File: src/sctf_map.svh
`ifndef SCTF_MAP_SVH
`define SCTF_MAP_SVH

// task-file offsets inside the common memory window
`define SCTF_OFF_DATA 4'h0
`define SCTF_OFF_ERRFEAT 4'h1
`define SCTF_OFF_COUNT 4'h2
`define SCTF_OFF_SECTOR 4'h3
`define SCTF_OFF_TRKLO 4'h4
`define SCTF_OFF_TRKHI 4'h5
`define SCTF_OFF_HEAD 4'h6
`define SCTF_OFF_STATCMD 4'h7
`define SCTF_OFF_DUP_EVEN 4'h8
`define SCTF_OFF_DUP_ODD 4'h9
`define SCTF_OFF_DUP_ERR 4'hd
`define SCTF_OFF_ALTCTL 4'he
`define SCTF_OFF_DRVADDR 4'hf
// memory window high half folds onto offsets 8/9
`define SCTF_OFF_HIGH_BASE 3'h4
// control-block address of alternate status in ide mode
`define SCTF_IDE_ALT 3'h6

// fault detail bit positions
`define SCTF_ERR_BBK 7
`define SCTF_ERR_UNC 6
`define SCTF_ERR_MISSING 4
`define SCTF_ERR_ABORTED 2
`define SCTF_ERR_GENERAL 0
`define SCTF_ERR_ZERO_MASK 8'h2a

// unit/head and device control fields
`define SCTF_HEAD_LBA 6
`define SCTF_HEAD_DRV 4
`define SCTF_CTL_SRST 2
`define SCTF_CTL_NIEN 1

// reset values and counts
`define SCTF_RST_BYTE 8'h00
`define SCTF_RST_HEAD 8'ha0
`define SCTF_SECTORS_MAX 9'h100

`endif

File: src/sctf_pkg.sv
package sctf_pkg;

  // register picked by the address decode
  typedef enum logic [3:0] {
    SCTF_R_NONE = 4'h0,
    SCTF_R_DATA = 4'h1,
    SCTF_R_ERRFEAT = 4'h2,
    SCTF_R_COUNT = 4'h3,
    SCTF_R_SECTOR = 4'h4,
    SCTF_R_TRKLO = 4'h5,
    SCTF_R_TRKHI = 4'h6,
    SCTF_R_HEAD = 4'h7,
    SCTF_R_STATCMD = 4'h8,
    SCTF_R_ALTCTL = 4'h9,
    SCTF_R_DRVADDR = 4'ha
  } sctf_reg_t;

  // byte lanes of the data bus used by one access
  typedef enum logic [1:0] {
    SCTF_LN_NONE = 2'h0,
    SCTF_LN_WORD = 2'h1,
    SCTF_LN_LO = 2'h2,
    SCTF_LN_HI = 2'h3
  } sctf_lane_t;

  // host access sequencer
  typedef enum logic [1:0] {
    SCTF_A_IDLE = 2'h0,
    SCTF_A_RD = 2'h1,
    SCTF_A_WR = 2'h2
  } sctf_acc_t;

  typedef struct packed {
    sctf_acc_t acc;
    sctf_reg_t sel;
    sctf_lane_t lane;
    logic odd;
    logic [15:0] wdata;
    logic [15:0] dout;
    logic [1:0] doe;
    logic pop;
    logic push;
    logic [15:0] wword;
    logic [7:0] even_b;
    logic [7:0] rd_hi;
    logic phase;
    logic byte_mode;
    logic [7:0] count;
    logic [8:0] total;
    logic [7:0] sector, trklo, trkhi, head, feat, opcode, devctl, err;
    logic cmd_stb;
    logic err_stat;
  } sctf_state_t;

endpackage: sctf_pkg

File: src/sctf_sync.sv
`timescale 1ns/1ps
module sctf_sync #(
  parameter int W = 1
) (
  input wire logic clk,
  input wire logic rst,
  input wire logic [W-1:0] din,
  output logic [W-1:0] dout
);

  typedef struct packed {
    logic [W-1:0] s1;
    logic [W-1:0] s2;
  } sctf_sync_t;

  sctf_sync_t q;
  sctf_sync_t d;

  // stage one feeds only stage two, never any logic
  always_comb begin
    d.s1 = din;
    d.s2 = q.s1;
  end

  // reset to ones: idle strobes are high, so no false access
  always_ff @(posedge clk) begin
    if (rst) begin
      q <= '1;
    end else begin
      q <= d;
    end
  end

  assign dout = q.s2;

endmodule: sctf_sync

File: src/sctf_decode.sv
`timescale 1ns/1ps
`include "sctf_map.svh"
module sctf_decode
  import sctf_pkg::*;
(
  input wire logic ide_mode,
  input wire logic reg_n,
  input wire logic ce1_n,
  input wire logic ce2_n,
  input wire logic cs0_n,
  input wire logic cs1_n,
  input wire logic dmack_n,
  input wire logic [10:0] addr,
  input wire logic byte_mode,
  input wire logic byte_phase,
  output sctf_reg_t sel,
  output sctf_lane_t lane,
  output logic odd
);

  // offset to register; both windows share it
  function automatic sctf_reg_t sctf_off2reg(input logic [3:0] off);
    case (off)
      `SCTF_OFF_DATA, `SCTF_OFF_DUP_EVEN, `SCTF_OFF_DUP_ODD:
        sctf_off2reg = SCTF_R_DATA;
      `SCTF_OFF_ERRFEAT, `SCTF_OFF_DUP_ERR: sctf_off2reg = SCTF_R_ERRFEAT;
      `SCTF_OFF_COUNT: sctf_off2reg = SCTF_R_COUNT;
      `SCTF_OFF_SECTOR: sctf_off2reg = SCTF_R_SECTOR;
      `SCTF_OFF_TRKLO: sctf_off2reg = SCTF_R_TRKLO;
      `SCTF_OFF_TRKHI: sctf_off2reg = SCTF_R_TRKHI;
      `SCTF_OFF_HEAD: sctf_off2reg = SCTF_R_HEAD;
      `SCTF_OFF_STATCMD: sctf_off2reg = SCTF_R_STATCMD;
      `SCTF_OFF_ALTCTL: sctf_off2reg = SCTF_R_ALTCTL;
      `SCTF_OFF_DRVADDR: sctf_off2reg = SCTF_R_DRVADDR;
      default: sctf_off2reg = SCTF_R_NONE;
    endcase
  endfunction: sctf_off2reg

  logic [3:0] off;

  // lane none means the card is not addressed at all
  always_comb begin
    off = 4'h0;
    sel = SCTF_R_NONE;
    lane = SCTF_LN_NONE;
    odd = 1'b0;
    if (ide_mode) begin
      if (cs1_n && !cs0_n && dmack_n) begin
        sel = sctf_off2reg({1'b0, addr[2:0]});
        lane = SCTF_LN_LO;
        if (sel == SCTF_R_DATA) begin
          lane = byte_mode ? SCTF_LN_LO : SCTF_LN_WORD;
          odd = byte_mode & byte_phase;
        end
      end else if (!cs1_n && cs0_n && dmack_n) begin
        if (addr[2:0] == `SCTF_IDE_ALT) begin
          sel = SCTF_R_ALTCTL;
          lane = SCTF_LN_LO;
        end
      end else if (cs1_n && cs0_n && !dmack_n) begin
        sel = SCTF_R_DATA;
        lane = SCTF_LN_WORD;
      end
    end else if (reg_n && !(ce1_n && ce2_n)) begin
      // a10 high: every address folds onto the data port
      off = addr[10] ? {`SCTF_OFF_HIGH_BASE, addr[0]} : addr[3:0];
      sel = sctf_off2reg(off);
      if (!ce1_n && !ce2_n) begin
        odd = 1'b0;
        if (off == `SCTF_OFF_DUP_ERR) begin
          lane = SCTF_LN_HI;
        end else begin
          lane = (sel == SCTF_R_DATA) ? SCTF_LN_WORD : SCTF_LN_LO;
        end
      end else if (!ce1_n) begin
        lane = SCTF_LN_LO;
        odd = off[0];
      end else begin
        lane = SCTF_LN_HI;
        odd = 1'b1;
        if (off == `SCTF_OFF_DATA) begin
          sel = SCTF_R_ERRFEAT;
        end
      end
    end
  end

endmodule: sctf_decode

File: src/sctf_top.sv
// Function
// - memory mode, A10 low: A3-A0 pick offsets 0-Fh, A9-A4 ignored.
// - memory mode, A10 high: all go to data port, A0 picks byte.
// - ide mode chip selects and A2-A0 pick task file or alt status.
// - dma acknowledge with both selects high moves one data word.
// - data port is 16 bits; word access on D15-D0 at 0, 8, 9.
// - byte data lanes follow the card enables and A0.
// - memory decode only answers with the attribute select high.
// - ide mode offers byte-wide data path chosen by a feature command.
// - read offset 0 on high lane only returns fault detail on D15-D8.
// - option select is write-only, shares 1 and Dh, high-lane offset 0.
// - fault detail is read-only; bits 5, 3 and 1 stay zero.
// - bit 7 set on bad block or interface crc error.
// - bit 6 set on uncorrectable data error.
// - bit 4 set when the sector id is bad or missing.
// - bit 2 set when a command is aborted.
// - bit 0 set on a general error.
// - transfer count zero means 256 sectors.
// - count goes to zero on success, holds remainder on failure.
// - start sector is chs sector or block address bits 7-0.
// - status bit 0 set when a command ended in error.
// - block address 15-8 from track low, 23-16 from track high.
`timescale 1ns/1ps
`include "sctf_map.svh"
module sctf_top
  import sctf_pkg::*;
#(
  parameter logic [7:0] SETFEAT_OP = 8'hef,
  parameter logic [7:0] FEAT_BYTE_ON = 8'h01,
  parameter logic [7:0] FEAT_BYTE_OFF = 8'h81
) (
  input wire logic clk,
  input wire logic rst,
  input wire logic ide_mode,
  input wire logic reg_n,
  input wire logic ce1_n,
  input wire logic ce2_n,
  input wire logic oe_n,
  input wire logic we_n,
  input wire logic iord_n,
  input wire logic iowr_n,
  input wire logic cs0_n,
  input wire logic cs1_n,
  input wire logic dmack_n,
  input wire logic [10:0] addr,
  input wire logic [15:0] d_in,
  output logic [15:0] d_out,
  output logic [1:0] d_oe,
  input wire logic [15:0] buf_rd_data,
  output logic buf_pop,
  output logic [15:0] buf_wr_data,
  output logic buf_push,
  input wire logic [7:2] core_status,
  input wire logic evt_bad_block,
  input wire logic evt_iface_crc,
  input wire logic evt_uncorrectable,
  input wire logic evt_sector_missing,
  input wire logic evt_aborted,
  input wire logic evt_general,
  input wire logic sector_done,
  input wire logic cmd_done,
  input wire logic cmd_ok,
  output logic cmd_strobe,
  output logic [7:0] cmd_code,
  output logic [7:0] option_value,
  output logic [8:0] sector_total,
  output logic [27:0] target_addr,
  output logic lba_mode,
  output logic soft_reset,
  output logic irq_disable
);

  localparam int PW = 38;
  localparam sctf_state_t RST_S = '{
    acc: SCTF_A_IDLE,
    sel: SCTF_R_NONE,
    lane: SCTF_LN_NONE,
    head: `SCTF_RST_HEAD,
    total: `SCTF_SECTORS_MAX,
    default: '0
  };

  sctf_state_t q;
  sctf_state_t d;
  logic [PW-1:0] pin_s;
  logic s_ide, s_reg_n, s_ce1_n, s_ce2_n, s_oe_n, s_we_n;
  logic s_iord_n, s_iowr_n, s_cs0_n, s_cs1_n, s_dmack_n;
  logic [10:0] s_addr;
  logic [15:0] s_d;
  logic rd_act;
  logic wr_act;
  sctf_reg_t dec_sel;
  sctf_lane_t dec_lane;
  logic dec_odd;
  logic [7:0] status_view;
  logic [7:0] drv_view;

  // every pin crosses two flops before the sequencer sees it
  sctf_sync #(.W(PW)) u_sync (
    .clk(clk),
    .rst(rst),
    .din({ide_mode, reg_n, ce1_n, ce2_n, oe_n, we_n, iord_n, iowr_n,
          cs0_n, cs1_n, dmack_n, addr, d_in}),
    .dout(pin_s)
  );

  assign {s_ide, s_reg_n, s_ce1_n, s_ce2_n, s_oe_n, s_we_n, s_iord_n,
          s_iowr_n, s_cs0_n, s_cs1_n, s_dmack_n, s_addr, s_d} = pin_s;

  // strobe pair depends on the interface mode
  assign rd_act = s_ide ? !s_iord_n : !s_oe_n;
  assign wr_act = s_ide ? !s_iowr_n : !s_we_n;

  sctf_decode u_decode (
    .ide_mode(s_ide),
    .reg_n(s_reg_n),
    .ce1_n(s_ce1_n),
    .ce2_n(s_ce2_n),
    .cs0_n(s_cs0_n),
    .cs1_n(s_cs1_n),
    .dmack_n(s_dmack_n),
    .addr(s_addr),
    .byte_mode(q.byte_mode),
    .byte_phase(q.phase),
    .sel(dec_sel),
    .lane(dec_lane),
    .odd(dec_odd)
  );

  // read views; bit 1 of status is always zero
  assign status_view = {core_status, 1'b0, q.err_stat};
  assign drv_view = {1'b0, 1'b1, ~q.head[3:0], ~q.head[`SCTF_HEAD_DRV],
                     q.head[`SCTF_HEAD_DRV]};

  // host access sequencer, register file and core event merge
  always_comb begin
    logic [7:0] wb;
    logic [7:0] rb;
    wb = (q.lane == SCTF_LN_HI) ? q.wdata[15:8] : q.wdata[7:0];
    rb = 8'h00;
    d = q;
    d.pop = 1'b0;
    d.push = 1'b0;
    d.cmd_stb = 1'b0;
    case (q.acc)
      SCTF_A_IDLE: begin
        if (rd_act && dec_lane != SCTF_LN_NONE) begin
          d.acc = SCTF_A_RD;
          d.sel = dec_sel;
          d.lane = dec_lane;
          d.odd = dec_odd;
          case (dec_sel)
            SCTF_R_DATA: rb = dec_odd ? q.rd_hi : buf_rd_data[7:0];
            SCTF_R_ERRFEAT: rb = q.err;
            SCTF_R_COUNT: rb = q.count;
            SCTF_R_SECTOR: rb = q.sector;
            SCTF_R_TRKLO: rb = q.trklo;
            SCTF_R_TRKHI: rb = q.trkhi;
            SCTF_R_HEAD: rb = q.head;
            SCTF_R_STATCMD, SCTF_R_ALTCTL: rb = status_view;
            SCTF_R_DRVADDR: rb = drv_view;
            default: rb = 8'h00;
          endcase
          case (dec_lane)
            SCTF_LN_WORD: begin
              d.dout = (dec_sel == SCTF_R_DATA) ? buf_rd_data
                                               : {8'h00, rb};
              d.doe = 2'b11;
            end
            SCTF_LN_HI: begin
              d.dout = {rb, 8'h00};
              d.doe = 2'b10;
            end
            default: begin
              d.dout = {8'h00, rb};
              d.doe = 2'b01;
            end
          endcase
          // even byte fetches the word, odd byte reuses its top half
          if (dec_sel == SCTF_R_DATA) begin
            if (dec_lane == SCTF_LN_WORD) begin
              d.pop = 1'b1;
            end else begin
              d.phase = ~q.phase;
              if (!dec_odd) begin
                d.pop = 1'b1;
                d.rd_hi = buf_rd_data[15:8];
              end
            end
          end
        end else if (wr_act && dec_lane != SCTF_LN_NONE) begin
          d.acc = SCTF_A_WR;
          d.sel = dec_sel;
          d.lane = dec_lane;
          d.odd = dec_odd;
          d.wdata = s_d;
        end
      end
      SCTF_A_RD: begin
        if (!rd_act) begin
          d.acc = SCTF_A_IDLE;
          d.doe = 2'b00;
        end
      end
      SCTF_A_WR: begin
        // data is taken from the last cycle the strobe was low
        if (wr_act) begin
          d.wdata = s_d;
        end else begin
          d.acc = SCTF_A_IDLE;
          case (q.sel)
            SCTF_R_DATA: begin
              if (q.lane == SCTF_LN_WORD) begin
                d.push = 1'b1;
                d.wword = q.wdata;
              end else begin
                d.phase = ~q.phase;
                if (!q.odd) begin
                  d.even_b = wb;
                end else begin
                  d.push = 1'b1;
                  d.wword = {wb, q.even_b};
                end
              end
            end
            SCTF_R_ERRFEAT: d.feat = wb;
            SCTF_R_COUNT: d.count = wb;
            SCTF_R_SECTOR: d.sector = wb;
            SCTF_R_TRKLO: d.trklo = wb;
            SCTF_R_TRKHI: d.trkhi = wb;
            SCTF_R_HEAD: d.head = wb;
            SCTF_R_STATCMD: begin
              d.opcode = wb;
              d.cmd_stb = 1'b1;
              d.err = `SCTF_RST_BYTE;
              d.err_stat = 1'b0;
              d.phase = 1'b0;
              if (wb == SETFEAT_OP && q.feat == FEAT_BYTE_ON) begin
                d.byte_mode = 1'b1;
              end
              if (wb == SETFEAT_OP && q.feat == FEAT_BYTE_OFF) begin
                d.byte_mode = 1'b0;
              end
            end
            SCTF_R_ALTCTL: d.devctl = wb;
            default: d.wdata = q.wdata;
          endcase
        end
      end
      default: d.acc = SCTF_A_IDLE;
    endcase
    // core events come last so a set beats a command clear
    if (evt_bad_block || evt_iface_crc) begin
      d.err[`SCTF_ERR_BBK] = 1'b1;
    end
    if (evt_uncorrectable) begin
      d.err[`SCTF_ERR_UNC] = 1'b1;
    end
    if (evt_sector_missing) begin
      d.err[`SCTF_ERR_MISSING] = 1'b1;
    end
    if (evt_aborted) begin
      d.err[`SCTF_ERR_ABORTED] = 1'b1;
    end
    if (evt_general) begin
      d.err[`SCTF_ERR_GENERAL] = 1'b1;
    end
    // zero wraps to 255, which is 256 minus one
    if (sector_done) begin
      d.count = d.count - 8'h01;
    end
    if (cmd_done) begin
      if (cmd_ok) begin
        d.count = 8'h00;
      end else begin
        d.err_stat = 1'b1;
      end
    end
    d.total = (d.count == 8'h00) ? `SCTF_SECTORS_MAX
                                 : {1'b0, d.count};
  end

  // single register stage for all state
  always_ff @(posedge clk) begin
    if (rst) begin
      q <= RST_S;
    end else begin
      q <= d;
    end
  end

  // outputs straight from the state register
  assign d_out = q.dout;
  assign d_oe = q.doe;
  assign buf_pop = q.pop;
  assign buf_wr_data = q.wword;
  assign buf_push = q.push;
  assign cmd_strobe = q.cmd_stb;
  assign cmd_code = q.opcode;
  assign option_value = q.feat;
  assign sector_total = q.total;
  assign target_addr = {q.head[3:0], q.trkhi, q.trklo, q.sector};
  assign lba_mode = q.head[`SCTF_HEAD_LBA];
  assign soft_reset = q.devctl[`SCTF_CTL_SRST];
  assign irq_disable = q.devctl[`SCTF_CTL_NIEN];
endmodule: sctf_top

File: config.mk
export PLATFORM = sky130hd
export DESIGN_NAME = sctf_top
export DESIGN_NICKNAME = d
export VERILOG_FILES = /design/src/sctf_pkg.sv /design/src/sctf_sync.sv /design/src/sctf_decode.sv /design/src/sctf_top.sv
export VERILOG_INCLUDE_DIRS = /design/src /design/src/src
export SDC_FILE = /design/constraint.sdc
export NUM_CORES = 1
export LEC_CHECK = 0
export BUFFER_PORTS_ARGS = -buffer_cell sky130_fd_sc_hd__buf_4
export CELL_PAD_IN_SITES_DETAIL_PLACEMENT = 0
export CELL_PAD_IN_SITES_GLOBAL_PLACEMENT = 1
export CORE_ASPECT_RATIO = 0.5
export CORE_MARGIN = 2
export CORE_UTILIZATION = 34
export CTS_CLUSTER_DIAMETER = 150
export DETAILED_ROUTE_END_ITERATION = 10
export PLACE_DENSITY = 0.65
export SLEW_MARGIN = 0
export SYNTH_ARGS = -nofsm -noshare
export SYNTH_HDL_FRONTEND = slang
export SYNTH_SLANG_ARGS = --single-unit
File: constraint.sdc
create_clock -name clk -period 3.2 [get_ports clk]
set_input_delay 0.16 -clock clk [delete_from_list [all_inputs] [get_ports clk]]
set_output_delay 0.16 -clock clk [all_outputs]
set_load 0.02 [all_outputs]
### Word level (Yosys, flattened, before mapping)

Memory sizes are Yosys's and may differ from the RTL's. A register that Yosys moved wholly into a read port is not among the register bits.
Cells that the tools add are included.

| operators by class | value |
|---|---|
| add/sub/neg operators | 1 |
| eq/ne operators | 48 |
| muxes and demuxes | 81 |
| bitwise operators | 14 |
| reduce and logical (&&, ||, !) cells | 70 |

Operators with widths:

| cell | number |
|---|---|
| case mux 8 bit (9 select lines) | 1 |
| two-way mux 8 bit | 7 |
| two-way mux 4 bit | 13 |
| two-way mux 16 bit | 3 |
| AND reduction 3 bit | 14 |
| two-way mux 10 bit | 4 |
| case mux 18 bit (2 select lines) | 1 |
| two-way mux 17 bit | 2 |
| == test 4 x 3 -> 1 bit (second input constant) | 8 |
| case mux 16 bit (2 select lines) | 1 |
| nonzero test 2 bit | 16 |
| two-way mux 1 bit | 28 |
| two-way mux 25 bit | 1 |
| == test 4 bit (second input constant) | 6 |
| two-way mux 2 bit | 12 |
| inequality test 2 bit (second input constant) | 12 |
| two-way mux 9 bit | 2 |
| == test 4 x 1 -> 1 bit (second input constant) | 4 |
| == test 4 x 2 -> 1 bit (second input constant) | 4 |
| == test 8 bit (second input constant) | 2 |
| logical AND 1 bit | 13 |
| inverter 1 bit | 12 |
| AND reduction 4 bit | 3 |
| logical NOT 1 bit | 10 |
| other kinds (24) | 35 |

| word-level totals | value |
|---|---|
| bits in registers | 235 |
| memory bits (read-only) | 96 |
| input port bits | 71 |
| memories | 2 |

Memories:

| memory | depth | width | rd ports | clocked after memory_dff | wr ports | RTL line | text |
|---|---|---|---|---|---|---|---|
| (name not given) | 16 | 4 | 1 | 0 | 0 | sctf_decode.sv:23 | `case (off)` |
| (name not given) | 8 | 4 | 1 | 1 | 0 | sctf_decode.sv:23 |  |

### Depth between registers and ports, before layout

| logic depth | value |
|---|---|
| word-level depth | 17 |
| depth in mapped cells | 13 |

### Cells and area by module

From an unflattened synthesis, not the netlist that was laid out.

| second synthesis, totals | value |
|---|---|
| cells, all modules | 1166 |
| area total of the unflattened synthesis | 10467.5 um^2 |

Modules (own cells, without submodules):

| module | instances | cells each | area an instance (um^2) | seq. area each (um^2) |
|---|---|---|---|---|
| sctf_top | 1 | 940 | 7977.7 | 3062.9 |
| sctf_sync | 1 | 160 | 2064.5 | 1521.5 |
| sctf_decode | 1 | 66 | 425.4 | 0.0 |

### Least setup slack after synthesis

No wires, ideal clock.

| timing path | value |
|---|---|
| path kind | flip-flop to flip-flop |
| from | register u_sync.q (netlist bit u_sync.dout[26]) |
| to | register q[144] (netlist name) |
| setup time | 0.128 ns |
| data arrival time | 2.467 ns |
| data required time | 3.072 ns |
| setup slack | 0.606 ns |
| stages on the path, launching flop included | 13 |
| period minus slack after synthesis | 2.594 ns |
| cell sequence | dfxtp_1 nand2b_1 ha_1 or3_1 a21oi_1 o2111a_1 buf_4 a21oi_1 o21ai_1 buf_2 buf_6 mux2i_1 nor2_1 |

| on the way | value |
|---|---|
| longest elaborated chain between the ends | 14 |

Ends and longest elaborated chain:

| item | RTL line | text |
|---|---|---|
| start, declared | sctf_sync.sv:16 | `sctf_sync_t q;` |
| start signal, assigned | sctf_sync.sv:28 | `q <= '1;` |
| start signal, assigned | sctf_sync.sv:30 | `q <= d;` |
| two-way mux 4 bit (*) | sctf_decode.sv:66 | `` off = addr[10] ? {`SCTF_OFF_HIGH_BASE, addr[0]} : addr[3:0]; `` |
| memory (16 x 4 bit) | n/a |  |
| two-way mux 4 bit | sctf_decode.sv:64 | `end else if (reg_n && !(ce1_n && ce2_n)) begin` |
| two-way mux 4 bit | sctf_decode.sv:47 | `if (ide_mode) begin` |
| == test 4 x 1 -> 1 bit | sctf_decode.sv:73 | `lane = (sel == SCTF_R_DATA) ? SCTF_LN_WORD : SCTF_LN_LO;` |
| two-way mux 2 bit | sctf_decode.sv:73 |  |
| two-way mux 2 bit (*) | sctf_decode.sv:70 | `` if (off == `SCTF_OFF_DUP_ERR) begin `` |
| two-way mux 2 bit (*) | sctf_decode.sv:68 | `if (!ce1_n && !ce2_n) begin` |
| two-way mux 2 bit (*) | sctf_decode.sv:64 |  |
| two-way mux 2 bit (*) | sctf_decode.sv:47 |  |
| nonzero test 2 bit (*) | sctf_top.sv:147, sctf_top.sv:191 |  |
| logical AND 1 bit, on equally long branches | sctf_top.sv:191, sctf_top.sv:147 |  |
| inequality test 2 bit (no line) | n/a |  |
| AND reduction 4 bit (no line) (*) | n/a |  |
| end signal, assigned | sctf_top.sv:286 | `q <= RST_S;` |
| end signal, assigned | sctf_top.sv:288 | `q <= d;` |
| end, declared | sctf_top.sv:83 | `sctf_state_t q;` |

Mark *: on every way between the ends. The rest lies on a longest branch, timed or not. The select of a mux whose other input is x is not followed.
A chain may end at the register's enable or synchronous reset.

### Worst setup path in the final report

| timing path | value |
|---|---|
| from | register u_sync.q (netlist bit u_sync.dout[16]) |
| to | register q[84] (netlist name) |

| on the way | value |
|---|---|
| longest elaborated chain between the ends | 14 |

Ends and longest elaborated chain:

| item | RTL line | text |
|---|---|---|
| two-way mux 4 bit | sctf_decode.sv:66 |  |
| memory (16 x 4 bit) | n/a |  |
| two-way mux 4 bit | sctf_decode.sv:64 |  |
| two-way mux 4 bit | sctf_decode.sv:47 |  |
| == test 4 x 1 -> 1 bit | sctf_decode.sv:73 |  |
| two-way mux 2 bit | sctf_decode.sv:73 |  |
| two-way mux 2 bit | sctf_decode.sv:70 |  |
| two-way mux 2 bit | sctf_decode.sv:68 |  |
| two-way mux 2 bit | sctf_decode.sv:64 |  |
| two-way mux 2 bit | sctf_decode.sv:47 |  |
| nonzero test 2 bit | sctf_top.sv:147 | `if (rd_act && dec_lane != SCTF_LN_NONE) begin` |
| logical AND 1 bit | sctf_top.sv:147 |  |
| inequality test 2 bit (no line) | n/a |  |
| AND reduction 7 bit (no line) (*) | n/a |  |

Marked as above.

==> run summary <==
Crit-path max FO = 8
Final Slew Violations = 0
R2R setup slack = 320 ps
PwrDens = 501.7 nW/µm²
Global route overflow = 0
Hold EP = q[81]$_SDFF_PP0_
RR Endpoint = q[84]$_SDFFE_PP0P_
Slew HR = 0.2669
Endpoints failing setup = 0
Required time worst endpoint = 3590 ps
Top-count cell post-synth = dfxtp_1
FFs w/ async S/R, synth = 0
Fmax = 347.4 MHz
R2r startpoint = u_sync.dout[16]$_SDFF_PP1_
Average size of a mapped cell = 8.898 µm²
DR vias/cell = 5.046
Global-route wire length before repair = 44950 µm
Post-Synthesis Cells = 1102
Yosys top cell area share = 0.4512
GRT Total Usage = 0.1921
Peak supply drop = 0.4179 mV
First-pass detailed-route iteration total = 5
CTS Root Cell = clkbuf_16
Number of CTS-inserted buffers = 22
HP Start = cmd_done
Register area = 4424 µm²
Total Power = 6124 µW
Period utilization = 0.8995
Main area contributors after synthesis = dfxtp_1, buf_4, nor2_1, a211oi_1, or2_2
Post-synth EDFFs = 0
Maximum clock path buffer count = 3
CTS sink cnt = 221
Setup TNS = 0 ps
Outcome = completed
Fin. Hold Viols = 0
DR iter-0 viols = 554
Met2 wire len = 13520 µm
Cell taking the most area after synthesis = dfxtp_1
Core area = 28030 µm²
Final HPWL DP = 21590 µm
Max-Cap Viols = 0
Synth Flop Type = dfxtp_1
Unrepaired setup endpoints after global routing = no
Static leakage = 0.004839 µW
Syn nets = 1178
Routed length on met1 = 14440 µm
Pin count of the biggest net entering global routing = 74
Critical Path AT = 3270 ps
Drc violations = 0
Nets = 1312
Die height = 124.1 µm
Post-route ant nets = 0
Row cnt = 43
Vias in the first global route = 7693
Setup WS post-layout = 321.6 ps
Yosys warning count = 0
Number of buffers added on ports = 157
Clk_lat worst skew = 530 ps
IO Count = 164
DR vias = 8240
Fin crit period = 2878 ps
CTS tree = built
H-tree level count = 1
Worst Reg-to-Reg Cells = 9
Multi-input gate area = 4405 µm²
Crit Path Category = register to register
Setup WS pre-CTS = 56.06 ps
Most frequent cells after synthesis = dfxtp_1, nor2_1, buf_4
Initial antenna violation count = 0
Highest Signal Layer = met4
Mapped Area = 9806 µm²
Synth Register Bits = 221
Layout area overhead = 24.47%
Setup crit end kind = register
Final setup skew = 19.41 ps
Met3 WL = 1393 µm
Least-Margin Pin Slew = 1069 ps
Routed len/inst = 18.28 µm
CP Launch Type = register
Post-synthesis sequential area ratio = 0.4512
Core Util, Final = 0.4354
Hold crit path type = primary input to register
Yosys cell types = 83
# fillers = 2717
Final WL = 29850 µm
Initial core utilization = 0.3498
Hold depth = 3
# diodes = 0
Die ar. = 30300 µm²
CTS clk-pin slew, worst paths = 60 ps
Die W = 244.2 µm
Final GP Congestion = 0.8873
Layout cells sized above 1 = 0.2766
-- metrics by stage --
stage | hold slack, ps | instance area [µm²] | instances
after floorplan | 263.8 | 9806 | 1102
after global placement | 346.6 | 10900 | 1537
after detailed placement | 346.4 | 10900 | 1537
after CTS | 5.048 | 12190 | 1632
after global routing | 41.33 | 12210 | 1633
final | 20.56 | 12210 | 1633
-- critical path: stages (launching register included) --
cell	delay [ps]
dfxtp_1	320
buf_4	160
and4bb_1	270
nor2b_1	190
o21ai_1	280
a21oi_1	670
o2111ai_1	270
a221oi_2	310
mux2i_1	210
nor2_1	60
-- metal layers --
layer	global-route usage	vias to the layer above
li1	-	4062
met1	0.2703	3955
met2	0.3081	182
met3	0.03728	41
met4	0.03773	0
met5	0	-
-- sequential cells by signal, summed over array words and instances, names as in the netlist, 2 cells and up, named ones only --
name / cells
q: 59
u_sync.d: 32
u_sync.dout: 32
target_addr: 28
buf_wr_data: 16
d_out: 16
sector_total: 9
cmd_code: 8
option_value: 8
d_oe: 2
-- timing repair --
item                                    CTS  global route
endpoints found under the setup margin    0            17
setup buffers                             0             1
hold endpoints to repair                 57             0
hold buffers                             56             0
gates resized for setup                   0             1
-- logic make-up after synthesis --
logic type,Yosys count,synth area share
XOR/XNOR,10,0.008933
flip-flops,221,0.4512
buffers and inverters,164,0.1007
AND/OR/NAND/NOR,394,0.2002
multiplexers,44,0.04619
adder cells (fa/ha/maj),5,0.006380
AO/OA/AOI/OAI,264,0.1864
-- cells in the final DEF, fill, tap and decap left out, types with 8 or more instances in the layout --
| cell type | count |
|---|---|
| o22ai_1 | 11 |
| nor2_1 | 153 |
| o21ai_0 | 51 |
| nand3_1 | 13 |
| inv_1 | 9 |
| nor3_1 | 18 |
| clkbuf_16 | 23 |
| nand2_1 | 72 |
| mux2_2 | 10 |
| a21oi_1 | 38 |
| nand3b_1 | 12 |
| buf_4 | 209 |
| dlygate4sd3_1 | 56 |
| a211oi_1 | 72 |
| mux2i_1 | 34 |
| or2_2 | 66 |
| dfxtp_1 | 221 |
| o21ai_1 | 9 |
| a31oi_1 | 17 |
| xnor2_1 | 8 |
-- worst max-delay path by stage --
stage                       endpoint                        from  cells after the start
2_1_floorplan    q[144]$_SDFFE_PP0P_  u_sync.dout[26]$_SDFF_PP1_                     12
3_3_place_gp     q[138]$_SDFFE_PP0P_  u_sync.dout[17]$_SDFF_PP1_                      9
3_5_place_dp     q[149]$_SDFFE_PP0P_  u_sync.dout[17]$_SDFF_PP1_                      9
4_1_cts          q[149]$_SDFFE_PP0P_  u_sync.dout[17]$_SDFF_PP1_                      9
5_1_grt        d_out[1]$_SDFFE_PP0P_  u_sync.dout[17]$_SDFF_PP1_                     12
6_report          q[84]$_SDFFE_PP0P_  u_sync.dout[16]$_SDFF_PP1_                      9
-- final cells by class --
| class | instances | area share |
|---|---|---|
| Sequential cell | 221 | 0.3625 |
| Multi-Input combinational cell | 717 | 0.3609 |
| Timing Repair Buffer | 265 | 0.1745 |
| Clock buffer | 26 | 0.04972 |
| Tap cell | 382 | 0.03916 |
| Clock inverter | 13 | 0.01046 |
| Inverter | 9 | 0.002768 |
-- where the power goes --
group	switching (µW)	internal (µW)	total, µW
sequential	61.2	2830	2890
clock	1140	1520	2660
combinational	302	267	568
(Power assumes the default switching activity.)
